===== src/design/tcc_pkg.sv =====
// Shared constants for the 16-bit capture/compare timer
package tcc_pkg;

  // ************************************************************
  // Register indices (byte address is four times the index)
  // ************************************************************
  localparam logic [5:0] IDX_CTRL = 6'h12; // Control byte
  localparam logic [5:0] IDX_STAT = 6'h13; // Flag byte
  localparam logic [5:0] IDX_CAPT_HI = 6'h14; // Capture high byte
  localparam logic [5:0] IDX_CAPT_LO = 6'h15; // Capture low byte
  localparam logic [5:0] IDX_CMP_HI = 6'h16; // Compare high byte
  localparam logic [5:0] IDX_CMP_LO = 6'h17; // Compare low byte
  localparam logic [5:0] IDX_CNT_HI = 6'h18; // Counter high byte
  localparam logic [5:0] IDX_CNT_LO = 6'h19; // Counter low byte
  localparam logic [5:0] IDX_ALT_HI = 6'h1a; // Alternate counter high
  localparam logic [5:0] IDX_ALT_LO = 6'h1b; // Alternate counter low

  // ************************************************************
  // Control and flag bit positions
  // ************************************************************
  localparam int CTL_CAPT_IE = 7; // Capture irq enable
  localparam int CTL_MATCH_IE = 6; // Match irq enable
  localparam int CTL_WRAP_IE = 5; // Wrap irq enable
  localparam int CTL_RUN = 4; // Timer run enable
  localparam int CTL_EDGE = 1; // Capture edge select
  localparam int CTL_LEVEL = 0; // Match pin level
  localparam int FLG_CAPT = 7; // Capture flag
  localparam int FLG_MATCH = 6; // Match flag
  localparam int FLG_WRAP = 5; // Wrap flag

  // ************************************************************
  // Reset values and counting constants
  // ************************************************************
  localparam logic [7:0] CTRL_RESET = 8'h00; // Everything off
  localparam logic [15:0] CNT_PRESET = 16'hfffc; // Counter preset
  localparam logic [15:0] CNT_MAX = 16'hffff; // Value before wrap
  localparam logic [15:0] CNT_ONE = 16'h0001; // Counter step
  localparam logic [1:0] PRE_LAST = 2'h3; // Divide-by-four end
  localparam logic [1:0] PRE_ONE = 2'h1; // Prescaler step
  localparam logic [1:0] PRE_ZERO = 2'h0; // Prescaler start
  localparam logic [7:0] BYTE_ZERO = 8'h00; // Unmapped read data

endpackage


===== src/design/tcc_capture_sync.sv =====
// Capture pin synchroniser with agreement filter and edge pulses
`timescale 1ns/10ps
module tcc_capture_sync
  import tcc_pkg::*;
(
  input wire logic clk,
  input wire logic rstn,
  input wire logic pin,
  output logic rise,
  output logic fall
);

  // ************************************************************
  // Three-stage chain
  // ************************************************************
  logic meta; // First stage, read only by second
  logic sync2; // Second stage
  logic sync3; // Third stage
  logic level; // Accepted level
  logic primed; // Level has been taken once
  logic agree; // Second and third stage agree
  logic [2:0] fill; // Stages already holding real pin samples

  assign agree = (sync2 == sync3);
  // Edges only once the chain holds real samples, so a pin that is high
  // at reset does not fake a rising edge against the reset zeros
  assign rise = primed & agree & sync3 & ~level;
  assign fall = primed & agree & ~sync3 & level;

  // Shift chain and accepted level
  always_ff @(posedge clk or negedge rstn) begin
    if (!rstn) begin
      meta <= 1'b0;
      sync2 <= 1'b0;
      sync3 <= 1'b0;
      level <= 1'b0;
      primed <= 1'b0;
      fill <= 3'h0;
    end else begin
      meta <= pin;
      sync2 <= meta;
      sync3 <= sync2;
      fill <= {fill[1:0], 1'b1};
      // First level taken only from two real samples
      if (agree & fill[2]) begin
        level <= sync3;
        primed <= 1'b1;
      end
    end
  end

endmodule


===== src/design/tcc_timer.sv =====
// 16-bit free-running timer with capture, compare and Wishbone registers
//
// Function
// - Counter steps once every four clocks
// - Counter reads never disturb it; low live
// - High read buffers low byte until low read
// - Alternate counter never clears wrap flag
// - Reset presets counter; counts after run enable
// - Wrap sets flag, optional interrupt
// - Match sets flag, loads pin level
// - Compare bytes free, untouched by hardware/reset
// - Compare high write suspends match until low
// - Capture stores counter plus one
// - Edge select: 1 rising, 0 falling
// - Unblocked capture edge while counting reloads, sets flag
// - Capture high read blocks awake capture until low
// - Capture register read-only, kept through reset
// - Three enables gate the three flags
// - Run enable low holds timer preset
// - Latched level drives the match pin
// - Flag clears: status access, then low byte
// - Runs in wait; interrupt wakes processor
// - Stop halts counter; reset forces preset
// - Stop edge arms capture, shown on wake
`timescale 1ns/10ps
module tcc_timer
  import tcc_pkg::*;
(
  input wire logic clk,
  input wire logic rstn,
  input wire logic cyc_i,
  input wire logic stb_i,
  input wire logic we_i,
  input wire logic [7:0] adr_i,
  input wire logic [3:0] sel_i,
  input wire logic [31:0] dat_i,
  output logic [31:0] dat_o,
  output logic ack_o,
  input wire logic stop_mode,
  input wire logic capture_input_pin,
  output logic match_output_pin,
  output logic irq
);

  // ************************************************************
  // Bus decode
  // ************************************************************
  logic acc; // Access taken this edge
  logic rd; // Read taken
  logic wr; // Write taken with low lane
  logic [5:0] idx; // Register index
  logic [7:0] next_rdata; // Read data byte

  assign acc = cyc_i & stb_i & ~ack_o;
  assign rd = acc & ~we_i;
  assign wr = acc & we_i & sel_i[0];
  assign idx = adr_i[7:2];

  // Per-location strobes
  logic rd_capt_hi; // Capture high read
  logic rd_capt_lo; // Capture low read
  logic wr_cmp_hi; // Compare high write
  logic wr_cmp_lo; // Compare low write
  logic rd_any_hi; // Either counter high read
  logic rd_any_lo; // Either counter low read
  logic acc_stat; // Any status access
  logic acc_capt_lo; // Any capture low access
  logic acc_cmp_lo; // Any compare low access
  logic acc_cnt_lo; // Any primary counter low access

  assign rd_capt_hi = rd & (idx == IDX_CAPT_HI);
  assign rd_capt_lo = rd & (idx == IDX_CAPT_LO);
  assign wr_cmp_hi = wr & (idx == IDX_CMP_HI);
  assign wr_cmp_lo = wr & (idx == IDX_CMP_LO);
  assign rd_any_hi = rd & ((idx == IDX_CNT_HI) | (idx == IDX_ALT_HI));
  assign rd_any_lo = rd & ((idx == IDX_CNT_LO) | (idx == IDX_ALT_LO));
  assign acc_stat = acc & (idx == IDX_STAT);
  assign acc_capt_lo = acc & (idx == IDX_CAPT_LO);
  assign acc_cmp_lo = acc & (idx == IDX_CMP_LO);
  // Alternate location deliberately left out here
  assign acc_cnt_lo = acc & (idx == IDX_CNT_LO);

  // ************************************************************
  // Registers and state
  // ************************************************************
  logic [7:0] control; // Software control byte
  logic [15:0] count; // Free-running counter
  logic [1:0] pre; // Divide-by-four prescaler
  logic [15:0] compare_value; // Compare register, no reset
  logic [15:0] capture_value; // Capture register, no reset
  logic [7:0] low_buf; // Buffered counter low byte
  logic read_seq; // High byte read, low pending
  logic cmp_lock; // Compare suspended after high write
  logic cap_lock; // Capture blocked after high read
  logic capture_flag; // Capture event seen
  logic match_flag; // Compare match seen
  logic wrap_flag; // Counter wrapped
  logic [2:0] clr_arm; // Status seen with flag set
  logic stop_armed; // Capture edge held during stop
  logic [15:0] stop_cap; // Value held during stop
  logic stop_d; // Stop mode last cycle

  // Control fields
  logic run; // Timer run enable
  logic edge_sel; // Capture edge select
  assign run = control[CTL_RUN];
  assign edge_sel = control[CTL_EDGE];

  // ************************************************************
  // Events
  // ************************************************************
  logic tick; // Counter steps this edge
  logic cap_rise; // Filtered rising edge
  logic cap_fall; // Filtered falling edge
  logic cap_edge; // Qualifying capture edge
  logic cap_ev; // Capture taken while awake
  logic match_ev; // Compare match this edge
  logic wrap_ev; // Counter wraps this edge
  logic stop_exit; // Stop left by interrupt
  logic [15:0] cap_next; // Counter plus one

  // Counter frozen in stop, held preset while disabled
  assign tick = run & ~stop_mode & (pre == PRE_LAST);
  assign wrap_ev = tick & (count == CNT_MAX);
  // Compare sampled once per count value, on its first cycle,
  // so a flag clear is not overwritten for three more cycles
  assign match_ev = run & ~stop_mode & ~cmp_lock & (pre == PRE_ZERO) &
                    (count == compare_value);
  assign cap_edge = edge_sel ? cap_rise : cap_fall;
  assign cap_ev = run & ~stop_mode & cap_edge & ~cap_lock;
  // Sync chain already spent three clocks, hence the plus one
  assign cap_next = count + CNT_ONE;
  assign stop_exit = stop_d & ~stop_mode;

  // Pin synchroniser
  tcc_capture_sync u_sync (
    .clk(clk),
    .rstn(rstn),
    .pin(capture_input_pin),
    .rise(cap_rise),
    .fall(cap_fall)
  );

  // ************************************************************
  // Read data selection
  // ************************************************************
  always_comb begin
    unique case (idx)
      IDX_CTRL: next_rdata = control;
      IDX_STAT: next_rdata = {capture_flag, match_flag, wrap_flag, 5'h00};
      IDX_CAPT_HI: next_rdata = capture_value[15:8];
      IDX_CAPT_LO: next_rdata = capture_value[7:0];
      IDX_CMP_HI: next_rdata = compare_value[15:8];
      IDX_CMP_LO: next_rdata = compare_value[7:0];
      IDX_CNT_HI, IDX_ALT_HI: next_rdata = count[15:8];
      // Buffered byte completes a pair, else the live count
      IDX_CNT_LO, IDX_ALT_LO: next_rdata = read_seq ? low_buf : count[7:0];
      default: next_rdata = BYTE_ZERO;
    endcase
  end

  // ************************************************************
  // Bus answer
  // ************************************************************
  // One-cycle registered acknowledge, unmapped reads return zero
  always_ff @(posedge clk or negedge rstn) begin
    if (!rstn) begin
      ack_o <= 1'b0;
      dat_o <= 32'h0000_0000;
    end else begin
      ack_o <= acc;
      if (rd) begin
        dat_o <= {24'h00_0000, next_rdata};
      end
    end
  end

  // Control byte, cleared by reset
  always_ff @(posedge clk or negedge rstn) begin
    if (!rstn) begin
      control <= CTRL_RESET;
    end else if (wr & (idx == IDX_CTRL)) begin
      control <= dat_i[7:0];
    end
  end

  // ************************************************************
  // Counter and prescaler
  // ************************************************************
  // Reads never touch these; only run enable and stop do
  always_ff @(posedge clk or negedge rstn) begin
    if (!rstn) begin
      count <= CNT_PRESET;
      pre <= PRE_ZERO;
    end else if (!run) begin
      count <= CNT_PRESET;
      pre <= PRE_ZERO;
    end else if (!stop_mode) begin
      pre <= pre + PRE_ONE;
      if (tick) begin
        count <= count + CNT_ONE;
      end
    end
  end

  // Counter read buffer, shared by both locations
  always_ff @(posedge clk or negedge rstn) begin
    if (!rstn) begin
      low_buf <= BYTE_ZERO;
      read_seq <= 1'b0;
    end else if (rd_any_hi & ~read_seq) begin
      low_buf <= count[7:0];
      read_seq <= 1'b1;
    end else if (rd_any_lo) begin
      read_seq <= 1'b0;
    end
  end

  // ************************************************************
  // Compare register and match pin
  // ************************************************************
  // No reset on purpose: contents survive reset
  always_ff @(posedge clk) begin
    if (wr_cmp_hi) begin
      compare_value[15:8] <= dat_i[7:0];
    end
    if (wr_cmp_lo) begin
      compare_value[7:0] <= dat_i[7:0];
    end
  end

  // Compare suspend and pin level
  always_ff @(posedge clk or negedge rstn) begin
    if (!rstn) begin
      cmp_lock <= 1'b0;
      match_output_pin <= 1'b0;
    end else begin
      if (wr_cmp_hi) begin
        cmp_lock <= 1'b1;
      end else if (wr_cmp_lo) begin
        cmp_lock <= 1'b0;
      end
      if (match_ev) begin
        match_output_pin <= control[CTL_LEVEL];
      end
    end
  end

  // ************************************************************
  // Capture register
  // ************************************************************
  // No reset on purpose: last capture survives reset
  always_ff @(posedge clk) begin
    if (stop_exit & stop_armed) begin
      capture_value <= stop_cap;
    end else if (cap_ev) begin
      capture_value <= cap_next;
    end
  end

  // Capture block and stop-mode arming
  always_ff @(posedge clk or negedge rstn) begin
    if (!rstn) begin
      cap_lock <= 1'b0;
      stop_armed <= 1'b0;
      stop_cap <= CNT_PRESET;
      stop_d <= 1'b0;
    end else begin
      stop_d <= stop_mode;
      if (rd_capt_hi) begin
        cap_lock <= 1'b1;
      end else if (rd_capt_lo) begin
        cap_lock <= 1'b0;
      end
      // Only the first edge in stop is kept, no flag yet
      if (stop_mode & run & cap_edge & ~stop_armed) begin
        stop_armed <= 1'b1;
        stop_cap <= cap_next;
      end else if (stop_exit) begin
        stop_armed <= 1'b0;
      end
    end
  end

  // ************************************************************
  // Flags and two-step clearing
  // ************************************************************
  logic [2:0] flags; // Capture, match, wrap
  logic [2:0] set_ev; // Hardware set pulses
  logic [2:0] lo_acc; // Matching low-byte accesses
  logic [2:0] clr_ev; // Clear pulses
  assign flags = {capture_flag, match_flag, wrap_flag};
  assign set_ev = {cap_ev | (stop_exit & stop_armed), match_ev, wrap_ev};
  assign lo_acc = {acc_capt_lo, acc_cmp_lo, acc_cnt_lo};
  assign clr_ev = clr_arm & flags & lo_acc;

  // Set wins over a clear in the same cycle
  always_ff @(posedge clk or negedge rstn) begin
    if (!rstn) begin
      capture_flag <= 1'b0;
      match_flag <= 1'b0;
      wrap_flag <= 1'b0;
      clr_arm <= 3'h0;
    end else begin
      capture_flag <= set_ev[2] | (capture_flag & ~clr_ev[2]);
      match_flag <= set_ev[1] | (match_flag & ~clr_ev[1]);
      wrap_flag <= set_ev[0] | (wrap_flag & ~clr_ev[0]);
      // Arm on status access with the flag set, drop once used
      clr_arm <= (clr_arm & ~clr_ev) | ({3{acc_stat}} & flags);
    end
  end

  // ************************************************************
  // Interrupt request, also the wake source in wait and stop
  // ************************************************************
  assign irq = (capture_flag & control[CTL_CAPT_IE]) |
               (match_flag & control[CTL_MATCH_IE]) |
               (wrap_flag & control[CTL_WRAP_IE]);
endmodule


===== config.mk =====
export PLATFORM = sky130hd
export DESIGN_NAME = tcc_timer
export DESIGN_NICKNAME = d
export VERILOG_FILES = /design/src/design/tcc_pkg.sv /design/src/design/tcc_capture_sync.sv /design/src/design/tcc_timer.sv
export SDC_FILE = /design/constraint.sdc
export NUM_CORES = 1
export LEC_CHECK = 0
export ABC_AREA = 1
export BUFFER_PORTS_ARGS = -buffer_cell sky130_fd_sc_hd__buf_2
export CORE_ASPECT_RATIO = 0.8
export CORE_MARGIN = 2
export CORE_UTILIZATION = 52
export DETAILED_ROUTE_END_ITERATION = 8
export PLACE_DENSITY = 0.77
export SYNTH_ARGS = -nofsm -noshare
export SYNTH_HDL_FRONTEND = slang
export SYNTH_SLANG_ARGS = --single-unit
export TNS_END_PERCENT = 100

===== constraint.sdc =====
create_clock -name clk -period 1.6 [get_ports clk]
set_input_delay 0.48 -clock clk [delete_from_list [all_inputs] [get_ports clk]]
set_output_delay 0.48 -clock clk [all_outputs]
set_load 0.005 [all_outputs]

* Yosys cells after proc, flatten, opt, wreduce, memory -nomap -nowiden *
Index checks and enable logic that the tools add are counted.

storage, ports and cells
  register bits after elaboration = 111
  input port bits = 51
  output and inout bits = 35
  word-level logic and storage cells = 139

operators by class
  add/subtract/negate cells = 2
  eq/ne operators = 16
  muxes and demuxes = 18
  bitwise gates (word level) = 68
  reductions and logical operators = 9

operators by type and width
  kind                                                             number
  16-bit two-way mux                                               5
  8-bit one-hot mux with 8 select lines                            1
  6-bit by 5-bit == test with 1-bit output, second input constant  10
  1-bit bitwise AND                                                42
  16-bit by 1-bit adder with 16-bit output, second input constant  1
  16-bit == test                                                   1
  16-bit == test, second input constant                            1
  3-bit bitwise AND                                                4
  1-bit NOT                                                        12
  2-bit nonzero test                                               5
  1-bit two-way mux                                                9
  8-bit two-way mux                                                1
  1-bit OR                                                         8
  2-bit two-way mux                                                2
  2-bit OR reduction                                               2
  3-bit NOT                                                        1
  3-bit OR                                                         1
  2-bit by 1-bit adder with 2-bit output, second input constant    1
  2-bit == test, second input constant                             1
  2-bit zero test                                                  1
  2-bit by 1-bit != test with 1-bit output, second input constant  1
  2-bit != test, second input constant                             1
  2-bit AND reduction                                              1
  1-bit == test                                                    1

* Longest topological paths before layout *
Gate-level depths: netlist of run 1.

  word-level depth = 9
  mapped depth = 11
  mapped depth without buffers = 11

* By module *
From an unflattened synthesis of run 1, not the netlist that was laid out.

unflattened totals
  cells, all modules = 728
  area, all modules = 5844.4 um2

by module, submodules not included
  module            instances  cells each  area each (um2)  seq. area each (um2)
  tcc_timer         1          705         5577.8           2772.7
  tcc_capture_sync  1          23          266.5            200.2

* Worst setup path before layout of run 1 *
Ideal clock, no wire load.

  path type = input -> register
  from = input port stop_mode
  to = register capture_value[0] (enable)
  library setup time = 372 ps
  data arrival time = 1369 ps
  required time = 1228 ps
  path slack = -140 ps
  stages = 6
  buffers on the path = 1
  cells stage by stage = inv_1 nand2_1 nor2_1 inv_1 clkbuf_1 nand2_1

between the ends
  longest elaborated chain between the ends = 5
  elaborated cells on any way between the ends = 7
  those cells by class = bitwise (6); reduce/logical (1)

RTL lines
  item                                     RTL line                            RTL
  from (decl)                              tcc_timer.sv:39                     input wire logic stop_mode,
  1-bit NOT (*)                            tcc_timer.sv:130, tcc_timer.sv:133
  1-bit bitwise AND (3 in series)          tcc_timer.sv:130                    assign cap_ev = run & ~stop_mode & cap_edge & ~cap_lock;
  2-bit nonzero test (no source line) (*)  n/a
  to (signal assigned)                     tcc_timer.sv:255                    capture_value <= stop_cap;
  to (signal assigned)                     tcc_timer.sv:257                    capture_value <= cap_next;
  to (decl)                                tcc_timer.sv:90                     logic [15:0] capture_value;

Mark *: on every way between the ends. The rest lies on a longest branch, timed or not.
A chain may end at the register's enable or synchronous reset.

* Worst setup path after layout of run 1 *
  from = register count[4]
  to = register capture_value[10] (data pin)

between the ends
  longest elaborated chain between the ends = 3

RTL lines
  item                                      RTL line          RTL
  from (decl)                               tcc_timer.sv:87   logic [15:0] count;
  from (signal assigned)                    tcc_timer.sv:201  count <= count + CNT_ONE;
  16-bit by 1-bit adder with 16-bit output  tcc_timer.sv:132  assign cap_next = count + CNT_ONE;
  16-bit two-way mux                        tcc_timer.sv:256  end else if (cap_ev) begin
  16-bit two-way mux                        tcc_timer.sv:254  if (stop_exit & stop_armed) begin

Every way passes these cells. The select of a mux whose other input is x is not followed.

==> results of run 1 <==
## flip-flops by register name, indices dropped and copies added (netlist names), 2 cells and up
signal         count
u_sync.fill        3
count             16
pre                2
low_buf            8
clr_arm            3
control            8
stop_cap          16
compare_value     16
dat_o              8
capture_value     16
## what timing repair did
item / CTS / global route
hold buffers: 1 / 0
setup buffers: 4 / 9
pin swaps: 5 / 21
endpoints found under the setup margin: 14 / 57
gates resized for setup: 20 / 51
hold endpoints to repair: 16 / 0
## cell families after synthesis
family | share of synthesized area, %
buffers and inverters | 10.0
AO/OA/AOI/OAI | 7.45
flip-flops | 50.4
adder cells (fa/ha/maj) | 0.637
AND/OR/NAND/NOR | 29.7
other | 0.127
XOR/XNOR | 1.63
## layout make-up
class,count,area share [%]
Antenna cell,1,0.0340
Clock buffer,9,3.06
Clock inverter,7,1.28
Inverter,78,4.05
Multi-Input combinational cell,516,35.5
Sequential cell,111,40.4
Tap cell,144,2.45
Timing Repair Buffer,117,13.2
## power groups by stage
stage                     registers, mW  clock network (mW)  logic [mW]
after floorplan                    4.04                   0        1.65
after global placement             4.18                   0        2.77
after detailed placement           4.19                   0        2.87
after CTS                          4.15                2.38        3.13
after global routing               4.25                2.48        3.88
final                              4.20                2.35        3.53
## how the worst max path moves through the flow
stage               from                end  slack, ns  cells after the start
6_report        count[4]  capture_value[10]      -0.05                      9
5_1_grt         count[9]  capture_value[13]      -0.10                      7
4_1_cts         count[4]  capture_value[10]     -0.007                      9
3_5_place_dp    adr_i[7]  compare_value[14]      -0.17                      7
3_3_place_gp    adr_i[5]   compare_value[9]      -0.09                      7
2_1_floorplan  stop_mode   capture_value[0]       0.03                      6
## per-layer routing
metal | GRT usage (%) | wire, um
met1 | 40.8 | 7340
met2 | 42.9 | 7460
met4 | 6.73 | 222
met5 | 0 | 0
met3 | 4.82 | 1120
## per-stage QoR
step | cells | util (%) | worst slack, ns | setup TNS [ns]
2_1_floorplan | 749 | - | 0.0274 | 0
3_3_place_gp | 953 | 61.2 | -0.0854 | -2.35
3_5_place_dp | 953 | 61.2 | -0.168 | -5.16
4_1_cts | 974 | 65.1 | -0.00692 | -0.00692
5_1_grt | 982 | 67.0 | -0.101 | -1.12
6_report | 983 | 67.0 | -0.0506 | -0.108
## critical path, stage by stage (launching register included)
cell	delay, ns
dfstp_2	0.56
nand2_2	0.08
inv_2	0.09
nand2_4	0.07
nor2_4	0.12
nand2_1	0.08
o21ai_0	0.15
nand2_1	0.13
nand2_1	0.09
nand2_1	0.05
## cells in the final DEF (no fill, tap or decap), drive strengths merged, types with 2 or more instances in the layout
master	count
a21oi	12
a22oi	5
buf	116
clkbuf	9
clkinv	3
conb	25
dfrtp	51
dfstp	28
edfxtp	32
ha	3
inv	81
nand2	233
nand3	68
nand4	14
nor2	79
nor3	3
o21ai	58
o31ai	2
xnor2	5
xor2	6
==> flow_summary.toml, run 1 <==
[synthesis]
synth.most_common_cell = "nand2_1"
syn_inst = 726
seq_area_frac_synth_pct = 50.4
synth_top_area_cell = "dfrtp_1"
synth_area_um2 = 5890
synth_seq_cells = 111
avgSynthCellArea_um2 = 8.12
synth_top_area_share_pct = 21.7
synth-async-reset-ratio_pct = 71.2
ys_types = 35
synth_common_cells = "231 x nand2_1, 74 x inv_1, 67 x nand3_1, 66 x nor2_1, 51 x dfrtp_1"
synth_top_flop_cell = "dfrtp_1"
synthTopCellsByArea = "dfrtp_1 22%, edfxtp_1 16%, nand2_1 15%, dfstp_2 12%, nand3_1 5.7%"
synth_edf_count = 32
ys_warn_count = 0

[placed_design]
io_buffers = 32
dp_hpwl_um = 12200
dpl_cell_area_um2 = 6720
place.gp.congestion = 1.01

[floorplanning]
start_util_pct = 53.7
dieArea_um2 = 12200
dieWidth_um = 123
die_y_um = 99.2
io_pins = 86
coreArea_um2 = 11000
num_rows = 34

[clock_tree]
cts_tree = "done"
clk_pin_slew_ns = 0.08
cts.path.max_buffers = 2
htreeDepth = 3
clock-sinks = 111
cts_root_buffer = "clkbuf_16"
numCtsBuffers = 9
clk_latency_ns = 0.36

[worst_setup_path]
critical_path_class = "reg -> reg"
worstPathMaxFanout = 2
reg2reg_from = "count[4]"
worstPathRequired_ns = 1.72
r2r-end = "capture_value[10]"
critPathCaptureType = "register"
reg2reg_depth = 9
crit_arrival_ns = 1.77
cp-start-kind = "register"
rrSetupSlack_ns = -0.05

[layout]
multi_input_area_um2 = 2610
nets = 887
areaGrowthSynthToFinish_pct = 24.8
nFillCells = 884
fin_area_um2 = 7360
seq_area_um2 = 2980
drive_gt1_share_pct = 28.8

[route]
dr.pass1.iters = 5
num_vias = 5201
drc = 0
viasPerCell = 5.29
detail-route-antenna-nets = 0
routed_wl_um = 16100
post_drt_wl_per_cell_um = 16.4
drt_iter0_drc = 423

[pwr]
power_frac_clock_pct = 23.3
share_comb_of_total_power_pct = 35.0
leakage_nw = 3.65
p_total_mw = 10.1
switching_share_pct = 36.8
switchingPower_mw = 3.71
seqPwrFrac_pct = 41.7
p_int_mw = 6.37
powerDensity_nw_per_um2 = 1370
peakVddDrop_mv = 0.826

[sta]
final_max_slew_viol_count = 0
fmax_mhz = 606
setup_violations = 6
holdWs_ns = 0.223
fin_crit_sh_pct = 103
fin_skew_ns = 0.00860
fin_crit_ns = 1.65
hold_viol_final = 0
grt_setup_unrepaired = "true"
worst_slack_ns = -0.0506

[global_route]
grt_pass1_wl_um = 25600
grtUsageTotal_pct = 27.7
antenna_found_initial = 0
grt_max_degree = 33
grt_pass1_vias = 4955
grt_overflow_total = 0

[run_status]
violations = "setup timing"
status = "finished with violations"

[min_path]
whs_path_depth = 1
min_to = "u_sync.meta"
hp-class = "in -> reg"
hp-start = "capture_input_pin"

[flow_run]
maxCapViolCount = 0
(Power assumes the default switching activity.)
==> run 2: changes to the inputs <==
Settings changed: ABC_AREA 1 to default.
==> flow_summary.toml, run 2 <==
[synthesis]
avgSynthCellArea_um2 = 11.4
synth_top_area_cell = "dfrtp_1"
synth_edf_count = 32
synth_area_um2 = 5640
synth_top_family_by_area = "simple AND/OR/NAND/NOR gates"
synth_seq_cells = 111
synthMuxAreaShare_pct = 7.90
synth-compound-area-share_pct = 10.3
synth_simple_gate_area_share_pct = 14.7
synth.most_common_cell = "nand2_1"
synth_top_flop_cell = "dfrtp_1"
synth_xor_area_share_pct = 6.68
ys_types = 53
synth_top_area_share_pct = 22.6
ys_warn_count = 0
seq_area_frac_synth_pct = 52.7
synth_common_cells = "53 x nand2_1, 51 x dfrtp_1, 32 x edfxtp_1, 30 x mux2_2, 28 x dfstp_2"
synth_fa_ha_area_share_pct = 0.665
synthTopCellsByArea = "dfrtp_1 23%, edfxtp_1 17%, dfstp_2 13%, mux2_2 6.0%, buf_4 3.6%"
syn_inst = 494
synth-async-reset-ratio_pct = 71.2

[floorplanning]
dieArea_um2 = 11700
num_rows = 33
coreArea_um2 = 10400
die_y_um = 97.2
io_pins = 86
dieWidth_um = 120
start_util_pct = 54.2

[pwr]
powerDensity_nw_per_um2 = 705
peakVddDrop_mv = 0.671
leakage_nw = 3.48

[sta]
final_max_slew_viol_count = 0
worstMarginPinSlew_ns = 0.533
fin_crit_ns = 1.97
fmax_mhz = 506
fin_skew_ns = 0.0134
worst_slack_ns = -0.375
hold_viol_final = 0
grt_setup_unrepaired = "true"
fin_crit_sh_pct = 123
relSlewSlack_pct = 64.5
setup_violations = 84

[worst_setup_path]
critPathCaptureType = "primary output"
cp-start-kind = "register"
worstPathMaxFanout = 2
reg2reg_from = "pre[0]"
r2r-end = "match_output_pin"
crit_arrival_ns = 1.49
critical_path_class = "reg -> out"
rrSetupSlack_ns = -0.34
reg2reg_depth = 6
worstPathRequired_ns = 1.12

[global_route]
grt_max_degree = 80
antenna_found_initial = 0
grt_overflow_total = 0
grt_pass1_wl_um = 26300
grtUsageTotal_pct = 29.6
grt_pass1_vias = 4732

[route]
post_drt_wl_per_cell_um = 23.7
dr.pass1.iters = 6
drc = 0
detail-route-antenna-nets = 0
viasPerCell = 6.20
routed_wl_um = 18600
drt_iter0_drc = 597
num_vias = 4846

[clock_tree]
clk_latency_ns = 0.36
clk_pin_slew_ns = 0.07
numCtsBuffers = 9
cts.path.max_buffers = 2
cts_root_buffer = "clkbuf_16"
cts_tree = "done"
clock-sinks = 111
htreeDepth = 3
postCtsHoldBufs = 0

[placed_design]
place.gp.congestion = 0.946
io_buffers = 32
place_worst_setup_slack_ns = -0.426
dp_hpwl_um = 10500

[flow_run]
maxCapViolCount = 0

[layout]
final_common_cell = "buf_4"
diodes = 0
utilization_pct = 76.8
nets = 691
areaGrowthSynthToFinish_pct = 41.6
final_cell_mix = "99 x buf_4, 50 x dfrtp_1, 32 x edfxtp_1, 31 x buf_2, 30 x nand2_1"
drive_gt1_share_pct = 55.0

[min_path]
hp-class = "in -> async"

[run_status]
violations = "setup timing"
status = "finished with violations"
==> run 2: cell count changes in the layout (fill, tap and decap cells not counted), moves of 12 or more <==
cell     previous run  this run
nor2_1             54        20
nand3_1            59         8
buf_4              68        99
mux2_4              0        27
o21ai_2             5        17
a22o_1              0        14
nand2_1           218        30
nand2_4             2        17
o21ai_1            14         2
o21ai_0            39         5
inv_1              65         7
buf_6               5        26
==> run 2: cells by family after synthesis <==
group                    after synthesis
other                                  2
adder cells (fa/ha/maj)                3
multiplexers                          37
AO/OA/AOI/OAI                         81
buffers and inverters                 67
flip-flops                           111
AND/OR/NAND/NOR                      150
XOR/XNOR                              43
==> run 2: worst max-delay path, cell delays in order, from the launching register on <==
cell and delay (ns):
dfrtp_1 0.42, a222oi_1 0.49, inv_1 0.09, buf_2 0.14
==> run 2: how the worst max path moves through the flow <==
stage / to / depth (start not counted) / slack (ns) / from
after detailed placement: dat_o[2] / 7 / -0.43 / adr_i[3]
after global placement: dat_o[0] / 6 / -0.37 / adr_i[3]
after CTS: irq / 3 / -0.32 / wrap_flag
after global routing: irq / 3 / -0.36 / wrap_flag
after floorplan: capture_value[0] / 3 / -0.25 / control[1]
final: irq / 3 / -0.37 / wrap_flag
==> run 2: per-stage QoR <==
stage	total power [mW]	TNS [ns]	instance area (um^2)	std cells	hold WS, ns
after detailed placement	3.50	-18.01	6640	728	0.346
after global routing	5.79	-15.04	7990	782	0.184
after CTS	5.55	-5.14	7520	766	0.175
final	5.63	-9.87	7990	782	0.158
after floorplan	3.33	-8.13	5960	517	0.184
after global placement	3.47	-14.62	6640	728	0.334
==> run 2: area by class of cell <==
| cell class | count | area [um^2] |
|---|---|---|
| inverters | 8 | 30.0 |
| clock buffers | 9 | 225 |
| clock inverters | 7 | 40.0 |
| flip-flops and latches | 111 | 2970 |
| fillers | 597 | 2420 |
| repair buffers | 167 | 1440 |
| well taps | 140 | 175 |
| multi-input cells | 340 | 3110 |
==> run 2: routing by layer <==
layer,vias up,wire [um],GRT usage [%]
met5,-,0,0
met4,0,890,10.1
met2,328,9080,48.3
li1,1986,-,-
met1,2436,6880,39.9
met3,96,1710,5.52
==> run 2: what timing repair did <==
item,in CTS,in global routing
setup buffers,18,19
gates cloned,4,1
pin swaps,54,51
endpoints found under the setup margin,83,101
resized for setup,94,71
==> run 2: power by group <==
part | total [mW] | internal, mW | switching [mW] | leakage (nW)
clock network | 2.08 | 1.04 | 1.04 | 0.124
logic | 0.501 | 0.250 | 0.251 | 2.11
registers | 3.05 | 2.99 | 0.0655 | 1.25
